===== src/rtl/ifb_regs.svh =====
`ifndef IFB_REGS_SVH
`define IFB_REGS_SVH

// Byte offsets on the register bus
`define IFB_OFS_FLAGS0 8'h00
`define IFB_OFS_FLAGS1 8'h04
`define IFB_OFS_STAT 8'h08
`define IFB_OFS_MASK 8'h0C

// Implemented flag positions per bank
`define IFB_IMPL0 16'h7FFF
`define IFB_IMPL1 16'hFFDF

// Reserved positions
`define IFB_BIT_RSVD0 15
`define IFB_BIT_RSVD1 5

// Reset values
`define IFB_RST_FLAGS 16'h0000
`define IFB_RST_STAT 32'h0000_0000
`define IFB_RST_MASK 32'h0000_0000

`endif


===== src/rtl/ifb_pkg.sv =====
package ifb_pkg;

  // Request lines of the first bank, bit 15 first
  typedef struct packed {
    logic spare;
    logic dma_ch1_done_flag;
    logic adc_conv_done_flag;
    logic uart_a_tx_flag;
    logic uart_a_rx_flag;
    logic spi_a_event_flag;
    logic spi_a_error_flag;
    logic timer_c_flag;
    logic timer_b_flag;
    logic out_compare_b_flag;
    logic in_capture_b_flag;
    logic dma_ch0_done_flag;
    logic timer_a_flag;
    logic out_compare_a_flag;
    logic in_capture_a_flag;
    logic ext_pin_a_flag;
  } ifb_req0_t;

  // Request lines of the second bank, bit 15 first
  typedef struct packed {
    logic uart_b_tx_flag;
    logic uart_b_rx_flag;
    logic ext_pin_c_flag;
    logic timer_e_flag;
    logic timer_d_flag;
    logic out_compare_d_flag;
    logic out_compare_c_flag;
    logic dma_ch2_done_flag;
    logic in_capture_h_flag;
    logic in_capture_g_flag;
    logic spare;
    logic ext_pin_b_flag;
    logic change_notify_flag;
    logic comparator_flag;
    logic i2c_master_event_flag;
    logic i2c_slave_event_flag;
  } ifb_req1_t;

  // Both flag registers as one carrier
  typedef struct packed {
    logic [15:0] bank1;
    logic [15:0] bank0;
  } ifb_flags_t;

endpackage


===== src/rtl/ifb_flag_bank.sv =====
// Behaviour
// - Bank0 14..8: DMA1, ADC, UART A tx/rx, SPI A event/error, timer C.
// - Bank0 7..0: timer B, OC/IC B, DMA0, timer A, OC/IC A, pin A.
// - Bank1 15..8: UART B tx/rx, pin C, timers E/D, OC D/C, DMA2.
// - Bank1 bits 7,6,4,3: IC H, IC G, pin B, change notify.
// - Bank1 bits 2..0: comparator, I2C master, I2C slave.
// - A flag reads 1 once its source requested or a write set it, until a write of 0 clears it.
// - Bank 0 bit 15 and bank 1 bit 5 always read zero.
//
// The Wishbone slave port and the register addresses were chosen for this implementation.
`timescale 1ns/1ps
`include "ifb_regs.svh"

module ifb_flag_bank (
  input wire logic sys_clk, // 40 MHz system clock
  input wire logic rst_n, // Async reset, active low
  input wire ifb_pkg::ifb_req0_t req0, // Bank 0 request lines
  input wire ifb_pkg::ifb_req1_t req1, // Bank 1 request lines
  input wire logic cyc_i, // Wishbone cycle
  input wire logic stb_i, // Wishbone strobe
  input wire logic we_i, // Wishbone write enable
  input wire logic [7:0] adr_i, // Wishbone byte address
  input wire logic [3:0] sel_i, // Wishbone byte selects
  input wire logic [31:0] dat_i, // Wishbone write data
  output logic [31:0] dat_o, // Wishbone read data
  output logic ack_o, // Wishbone acknowledge
  output ifb_pkg::ifb_flags_t flags, // Current flag registers
  output logic irq // Level interrupt
);

  ////////////////////////////////////////////////////////////////////////////
  // Request mapping

  wire [15:0] req0_vec;
  wire [15:0] req1_vec;
  wire [31:0] req_all;

  assign req0_vec = req0 & `IFB_IMPL0;
  assign req1_vec = req1 & `IFB_IMPL1;
  assign req_all = {req1_vec, req0_vec};

  ////////////////////////////////////////////////////////////////////////////
  // Bus decode

  logic ack_reg;
  logic [31:0] dat_reg;
  logic [31:0] dat_next;

  wire req_live;
  wire acc_done;
  wire wr_done;
  wire rd_done;
  wire hit_flags0;
  wire hit_flags1;
  wire hit_stat;
  wire hit_mask;
  wire [31:0] lane_mask;

  assign req_live = cyc_i & stb_i;
  // Write and read-clear act only on the edge that ends the access
  assign acc_done = req_live & ack_reg;
  assign wr_done = acc_done & we_i;
  assign rd_done = acc_done & ~we_i;
  assign hit_flags0 = (adr_i == `IFB_OFS_FLAGS0);
  assign hit_flags1 = (adr_i == `IFB_OFS_FLAGS1);
  assign hit_stat = (adr_i == `IFB_OFS_STAT);
  assign hit_mask = (adr_i == `IFB_OFS_MASK);
  assign lane_mask = {{8{sel_i[3]}}, {8{sel_i[2]}},
                      {8{sel_i[1]}}, {8{sel_i[0]}}};

  ////////////////////////////////////////////////////////////////////////////
  // Flag registers

  logic [15:0] flags0_reg;
  logic [15:0] flags1_reg;
  logic [15:0] flags0_next;
  logic [15:0] flags1_next;

  wire [15:0] wmask0;
  wire [15:0] wmask1;

  assign wmask0 = (wr_done & hit_flags0) ?
                  (lane_mask[15:0] & `IFB_IMPL0) : 16'h0000;
  assign wmask1 = (wr_done & hit_flags1) ?
                  (lane_mask[15:0] & `IFB_IMPL1) : 16'h0000;

  // A request in the same cycle as a clearing write still lands
  assign flags0_next = ((flags0_reg & ~wmask0) | (dat_i[15:0] & wmask0)
                       | req0_vec) & `IFB_IMPL0;
  assign flags1_next = ((flags1_reg & ~wmask1) | (dat_i[15:0] & wmask1)
                       | req1_vec) & `IFB_IMPL1;

  always_ff @(posedge sys_clk or negedge rst_n) begin
    if (!rst_n) begin
      flags0_reg <= `IFB_RST_FLAGS;
      flags1_reg <= `IFB_RST_FLAGS;
    end else begin
      flags0_reg <= flags0_next;
      flags1_reg <= flags1_next;
    end
  end

  assign flags = {flags1_reg, flags0_reg};

  ////////////////////////////////////////////////////////////////////////////
  // Interrupt status and mask

  logic [31:0] stat_reg;
  logic [31:0] stat_next;
  logic [31:0] mask_reg;
  logic [31:0] mask_next;

  wire [31:0] stat_clr;

  // Only bits actually returned are cleared, so a late event survives
  assign stat_clr = (rd_done & hit_stat) ? dat_reg : 32'h0000_0000;
  assign stat_next = (stat_reg & ~stat_clr) | req_all;
  assign mask_next = (wr_done & hit_mask) ?
                     ((mask_reg & ~lane_mask) | (dat_i & lane_mask)
                      & {`IFB_IMPL1, `IFB_IMPL0}) : mask_reg;

  always_ff @(posedge sys_clk or negedge rst_n) begin
    if (!rst_n) begin
      stat_reg <= `IFB_RST_STAT;
      mask_reg <= `IFB_RST_MASK;
    end else begin
      stat_reg <= stat_next;
      mask_reg <= mask_next;
    end
  end

  assign irq = |(stat_reg & mask_reg);

  ////////////////////////////////////////////////////////////////////////////
  // Bus answer

  // Read data is captured at the edge before ack, one wait state
  assign dat_next = hit_flags0 ? {16'h0000, flags0_reg} :
                    hit_flags1 ? {16'h0000, flags1_reg} :
                    hit_stat ? stat_reg :
                    hit_mask ? mask_reg : 32'h0000_0000;

  always_ff @(posedge sys_clk or negedge rst_n) begin
    if (!rst_n) begin
      ack_reg <= 1'b0;
      dat_reg <= 32'h0000_0000;
    end else begin
      ack_reg <= req_live & ~ack_reg;
      if (req_live & ~ack_reg) begin
        dat_reg <= dat_next;
      end
    end
  end

  assign ack_o = ack_reg;
  assign dat_o = dat_reg;

  ////////////////////////////////////////////////////////////////////////////
  // Checks

  property p_rsvd0_zero;
    @(posedge sys_clk) disable iff (!rst_n)
      flags0_reg[`IFB_BIT_RSVD0] == 1'b0;
  endproperty
  a_rsvd0_zero: assert property (p_rsvd0_zero)
    else $error("bank 0 reserved bit set");

  property p_rsvd1_zero;
    @(posedge sys_clk) disable iff (!rst_n)
      flags1_reg[`IFB_BIT_RSVD1] == 1'b0 && stat_reg[21] == 1'b0;
  endproperty
  a_rsvd1_zero: assert property (p_rsvd1_zero)
    else $error("bank 1 reserved bit set");

  property p_req_sets0;
    @(posedge sys_clk) disable iff (!rst_n)
      |req0_vec |=> ((flags0_reg & $past(req0_vec)) == $past(req0_vec));
  endproperty
  a_req_sets0: assert property (p_req_sets0)
    else $error("bank 0 request did not set its flag");

  property p_req_sets1;
    @(posedge sys_clk) disable iff (!rst_n)
      |req1_vec |=> ((flags1_reg & $past(req1_vec)) == $past(req1_vec));
  endproperty
  a_req_sets1: assert property (p_req_sets1)
    else $error("bank 1 request did not set its flag");

  property p_ext_pin_b_pos;
    @(posedge sys_clk) disable iff (!rst_n)
      req1.ext_pin_b_flag |=> flags1_reg[4];
  endproperty
  a_ext_pin_b_pos: assert property (p_ext_pin_b_pos)
    else $error("pin B request not at bit 4");

  property p_no_spurious;
    @(posedge sys_clk) disable iff (!rst_n)
      (req0_vec == 16'h0000 && !(wr_done && hit_flags0))
        |=> (flags0_reg & ~$past(flags0_reg)) == 16'h0000;
  endproperty
  a_no_spurious: assert property (p_no_spurious)
    else $error("flag rose with no request or write");

  property p_write_stores;
    @(posedge sys_clk) disable iff (!rst_n)
      (wr_done && hit_flags1 && sel_i[1:0] == 2'h3)
        |=> flags1_reg == (($past(dat_i[15:0]) | $past(req1_vec))
                           & `IFB_IMPL1);
  endproperty
  a_write_stores: assert property (p_write_stores)
    else $error("bank 1 write not stored");

  property p_ack_one;
    @(posedge sys_clk) disable iff (!rst_n)
      (req_live && !ack_o) |=> ack_o ##1 !ack_o;
  endproperty
  a_ack_one: assert property (p_ack_one)
    else $error("ack not a single cycle after one wait");

  property p_read_flags0;
    @(posedge sys_clk) disable iff (!rst_n)
      (ack_o && !we_i && hit_flags0)
        |-> dat_o == {16'h0000, $past(flags0_reg)};
  endproperty
  a_read_flags0: assert property (p_read_flags0)
    else $error("bank 0 read data wrong");

  property p_irq_level;
    @(posedge sys_clk) disable iff (!rst_n)
      (stat_reg[0] && mask_reg[0]) |-> irq;
  endproperty
  a_irq_level: assert property (p_irq_level)
    else $error("interrupt low with pending unmasked event");

  property p_rdclr;
    @(posedge sys_clk) disable iff (!rst_n)
      (rd_done && hit_stat && req_all == 32'h0000_0000)
        |=> (stat_reg & $past(dat_reg)) == 32'h0000_0000;
  endproperty
  a_rdclr: assert property (p_rdclr)
    else $error("status read did not clear");

  property p_read_flags1;
    @(posedge sys_clk) disable iff (!rst_n)
      (ack_o && !we_i && hit_flags1)
        |-> dat_o == {16'h0000, $past(flags1_reg)};
  endproperty
  a_read_flags1: assert property (p_read_flags1)
    else $error("bank 1 read data wrong");

  property p_read_stat;
    @(posedge sys_clk) disable iff (!rst_n)
      (ack_o && !we_i && hit_stat)
        |-> dat_o == $past(stat_reg);
  endproperty
  a_read_stat: assert property (p_read_stat)
    else $error("status read data wrong");

  property p_read_mask;
    @(posedge sys_clk) disable iff (!rst_n)
      (ack_o && !we_i && hit_mask)
        |-> dat_o == $past(mask_reg);
  endproperty
  a_read_mask: assert property (p_read_mask)
    else $error("mask read data wrong");

  property p_read_unmapped;
    @(posedge sys_clk) disable iff (!rst_n)
      (ack_o && !we_i && !(hit_flags0 || hit_flags1 || hit_stat || hit_mask))
        |-> dat_o == 32'h0000_0000;
  endproperty
  a_read_unmapped: assert property (p_read_unmapped)
    else $error("unmapped read not zero");

  property p_write_stores0;
    @(posedge sys_clk) disable iff (!rst_n)
      (wr_done && hit_flags0 && sel_i[1:0] == 2'h3)
        |=> flags0_reg == (($past(dat_i[15:0]) | $past(req0_vec))
                           & `IFB_IMPL0);
  endproperty
  a_write_stores0: assert property (p_write_stores0)
    else $error("bank 0 write not stored");

  // Byte lanes left out of a write must keep their flags
  property p_part_keep;
    @(posedge sys_clk) disable iff (!rst_n)
      (wr_done && hit_flags1 && sel_i[1:0] == 2'h1)
        |=> flags1_reg[15:8] == ($past(flags1_reg[15:8])
                                 | $past(req1_vec[15:8]));
  endproperty
  a_part_keep: assert property (p_part_keep)
    else $error("bank 1 unselected byte changed");

  property p_mask_hold;
    @(posedge sys_clk) disable iff (!rst_n)
      !(wr_done && hit_mask) |=> mask_reg == $past(mask_reg);
  endproperty
  a_mask_hold: assert property (p_mask_hold)
    else $error("mask changed without a mask write");

  property p_stat_sticky;
    @(posedge sys_clk) disable iff (!rst_n)
      !(rd_done && hit_stat)
        |=> (stat_reg & $past(stat_reg)) == $past(stat_reg);
  endproperty
  a_stat_sticky: assert property (p_stat_sticky)
    else $error("status bit lost without a status read");

  property p_ack_needs_req;
    @(posedge sys_clk) disable iff (!rst_n)
      ack_o |-> $past(req_live);
  endproperty
  a_ack_needs_req: assert property (p_ack_needs_req)
    else $error("ack without a request");

  c_write_flag: cover property (@(posedge sys_clk) disable iff (!rst_n)
    wr_done && hit_flags0);
  c_set_vs_clear: cover property (@(posedge sys_clk) disable iff (!rst_n)
    wr_done && hit_flags1 && |req1_vec);
  c_irq: cover property (@(posedge sys_clk) disable iff (!rst_n)
    $rose(irq));
  c_stat_clear: cover property (@(posedge sys_clk) disable iff (!rst_n)
    rd_done && hit_stat);

endmodule


===== config.mk =====
export PLATFORM = sky130hd
export DESIGN_NAME = ifb_flag_bank
export DESIGN_NICKNAME = d
export VERILOG_FILES = /design/src/rtl/ifb_pkg.sv /design/src/rtl/ifb_flag_bank.sv
export VERILOG_INCLUDE_DIRS = /design/src /design/src/rtl
export SDC_FILE = /design/constraint.sdc
export NUM_CORES = 1
export LEC_CHECK = 0
export BUFFER_PORTS_ARGS = -buffer_cell sky130_fd_sc_hd__buf_4
export CAP_MARGIN = 10
export CORE_MARGIN = 1
export CORE_UTILIZATION = 40
export DETAILED_ROUTE_END_ITERATION = 16
export PLACE_DENSITY_LB_ADDON = 0.3
export SLEW_MARGIN = 20
export SYNTH_ARGS = -nofsm -noshare
export SYNTH_HDL_FRONTEND = slang
export SYNTH_SLANG_ARGS = --single-unit

===== constraint.sdc =====
create_clock -name sys_clk -period 1.69 [get_ports sys_clk]
set_input_delay 0.0845 -clock sys_clk [delete_from_list [all_inputs] [get_ports sys_clk]]
set_output_delay 0.0845 -clock sys_clk [all_outputs]
set_load 0.01 [all_outputs]

==> results.json <==
{
  "ios": 147,
  "yosysWarnings": 0,
  "fp.dieArea_um2": 14800,
  "final_cell_area_um2": 8653,
  "fmax_mhz": 509.9,
  "cts_inserted_buffers": 17,
  "path_max_fanout": 3,
  "critPathMaxStageDelay_ns": 0.56,
  "place_area_um2": 7333,
  "die_y_um": 121.7,
  "area_growth_pct": 51.07,
  "grt_max_degree": 41,
  "slew_headroom_pct": 63.50,
  "peakVddDrop_mv": 0.6971,
  "htreeDepth": 4,
  "die_x_um": 121.7,
  "worstSetupPathType": "register to output port",
  "totalPowerFinal_mw": 7.111,
  "slew_violations": 0,
  "dpl.cell_count": 846,
  "worst-path-buf-inv": 1,
  "min_path_type": "input pin to register",
  "r2r_slack_ns": -0.03,
  "final_antenna_net_count": 0,
  "drive_gt1_share_pct": 38.51,
  "crit_family": "simple AND/OR/NAND/NOR gates",
  "reg2reg_from": "ack_o",
  "p_leak_nw": 4.030,
  "cts.clk_slew.worst_paths_ns": 0.05,
  "cts_root_buf": "clkbuf_16",
  "rows": 43,
  "layout_setup_ws_ns": -0.2711,
  "ys_seq_elements": 127,
  "drt-total-wl_um": 18400,
  "clk_path_buf_depth": 2,
  "ys.flop_type": "dfrtp_1",
  "period_needed_ns": 1.961,
  "num_vias": 5080,
  "min_period_over_period_pct": 116.0,
  "syn_avg_cell_area_um2": 11.43,
  "ys_types": 35,
  "status": "complete, but fails checks",
  "reg2reg_to": "flags0_reg[2]",
  "finalHoldViolCount": 0,
  "holdPathEnd": "ack_o",
  "drt_first_iter_violations": 331,
  "first_pass_iters": 6,
  "synth.largest_area_cell": "dfrtp_1",
  "max_cap_violations": 0,
  "place.port_buffers": 141,
  "drc": 0,
  "initial_utilization_pct": 41.11,
  "cp_slowest_cell": "or4_4",
  "synth_top_area_share_pct": 55.48,
  "crit_arrival_ns": 1.88,
  "clkLatencyLatePin_ns": 0.42,
  "tritoncts": "built",
  "worstMarginPinSlew_ns": 0.5474,
  "cp-end-kind": "output port",
  "stdcell_count": 946,
  "rsz0062_at_grt": "yes",
  "dp_slack_ns": -0.1185,
  "hpwl_um": 13030,
  "setup_viol": 13,
  "gp_congestion": 0.8993,
  "power_density_nw_per_um2": 821.8,
  "path_cells": "a22oi_1, nand4_1, or4_4, buf_6",
  "fin_nets": 834,
  "critPathLaunchType": "register",
  "grt_pass1_wl_um": 28590,
  "gr-total-overflow": 0,
  "antenna_cells": 0,
  "vias_per_cell": 5.370,
  "synth-edff-count": 0,
  "async_reset_ff_share_pct": 100.0,
  "skew_ns": 0.004839,
  "netlist_top_cells_area": "dfrtp_1, mux2i_1, mux2_2",
  "holdCritStartpoint": "stb_i",
  "wire_per_inst_um": 19.45,
  "cts.sinks": 127,
  "hold_path_depth": 4,
  "antenna_found_initial": 0,
  "grt_pass1_vias": 5224,
  "core-area_um2": 13930,
  "netlist_area_um2": 5728,
  "seq_area_frac_synth_pct": 55.48,
  "r2r_cells": 5,
  "grtUsageTotal_pct": 26.24,
  "synth_cells": 501,
  "required_ns": 1.61,
  "violations": "setup timing",
  "post-route-util_pct": 62.10
}
## cell usage in the layout, fill, tap and decap left out, drive strengths merged
| master | synthesis | layout |
|---|---|---|
| dfrtp | 127 | 127 |
| nand4 | 9 | 9 |
| and2 | 2 | 2 |
| a221o | 14 | 14 |
| or4b | 1 | 1 |
| a22oi | 31 | 31 |
| conb | 1 | 2 |
| nor2 | 32 | 32 |
| nor3 | 15 | 15 |
| o21ai | 18 | 18 |
| a21boi | 2 | 2 |
| bufinv | 0 | 1 |
| nand3b | 1 | 1 |
| mux2i | 47 | 47 |
| nor2b | 1 | 1 |
| nor4 | 3 | 3 |
| nand3 | 3 | 3 |
| buf | 10 | 195 |
| inv | 31 | 31 |
| nor4b | 3 | 3 |
| dlygate4sd3 | 0 | 62 |
| mux2 | 45 | 45 |
| clkinv | 0 | 6 |
| clkbuf | 15 | 25 |
| a31oi | 31 | 31 |
| and4 | 2 | 2 |
| or4 | 3 | 3 |
| nand2 | 52 | 52 |
| or2 | 1 | 1 |
| and3 | 1 | 1 |
## routing by layer
metal,global-route usage [%],share of wire [%]
met3,5.384,5.6
met4,10.96,2.5
met1,33.28,42
met5,0,0
met2,43.61,50
## cells in the mapped netlist (all sizes together), types with 14 or more instances
master,instances
dfrtp,127
nand2,52
mux2i,47
mux2,45
nor2,32
a22oi,31
a31oi,31
inv,31
o21ai,18
clkbuf,15
nor3,15
a221o,14
## repair_timing
action                                 4_1_cts  5_1_grt
endpoints found under the hold margin      126        0
hold buffers                                62        0
setup endpoints to repair                   17       20
buffers inserted                             4        2
pin swaps                                    8       16
gates resized for setup                     16        8
## final cells by class
type / instances / area [um2]
clock buffers: 25 / 485.5
clock inverters: 7 / 60.06
fillers: 1106 / 5281
inverters: 31 / 116.4
multi-input cells: 319 / 2437
flip-flops and latches: 127 / 3179
well taps: 180 / 225.2
repair buffers: 257 / 2150
## worst max-delay path by stage
stage	endpoint	slack, ns	start	cells past startpoint
after floorplan	flags0_reg[0]	0.003	ack_o	5
after global placement	register	-0.11	adr_i[0]	4
after detailed placement	register	-0.12	adr_i[0]	4
after CTS	irq	-0.28	register	4
after global routing	irq	-0.32	stat_reg[17]	4
final	irq	-0.27	stat_reg[24]	4
## report_power, final
part	leakage, nW	switching, mW	total [mW]	internal, mW
clock network	0.275	1.29	3.41	2.12
logic	2.30	0.300	0.639	0.340
registers	1.46	0.00881	3.06	3.05
## worst reg2reg max path: stages, from the launching register on
cell,delay [ns]
dfrtp_1,0.35
or4b_4,0.51
nor4b_4,0.27
buf_6,0.21
mux2i_1,0.20
nand2_1,0.07
## logic make-up after synthesis
| family | share of synthesized area (%) |
|---|---|
| other | 0.06547 |
| AND/OR/NAND/NOR | 11.18 |
| buffers and inverters | 4.019 |
| multiplexers | 17.52 |
| AO/OA/AOI/OAI | 11.73 |
| flip-flops | 55.48 |
## stage by stage
step	hold WS [ns]	TNS [ns]
2_1_floorplan	-0.2111	0
3_5_place_dp	0.1049	-4.999
3_3_place_gp	0.09838	-3.911
4_1_cts	0.1639	-0.3247
6_report	0.1833	-0.4425
5_1_grt	0.2132	-1.559
Power figures use the tool's default switching activity.
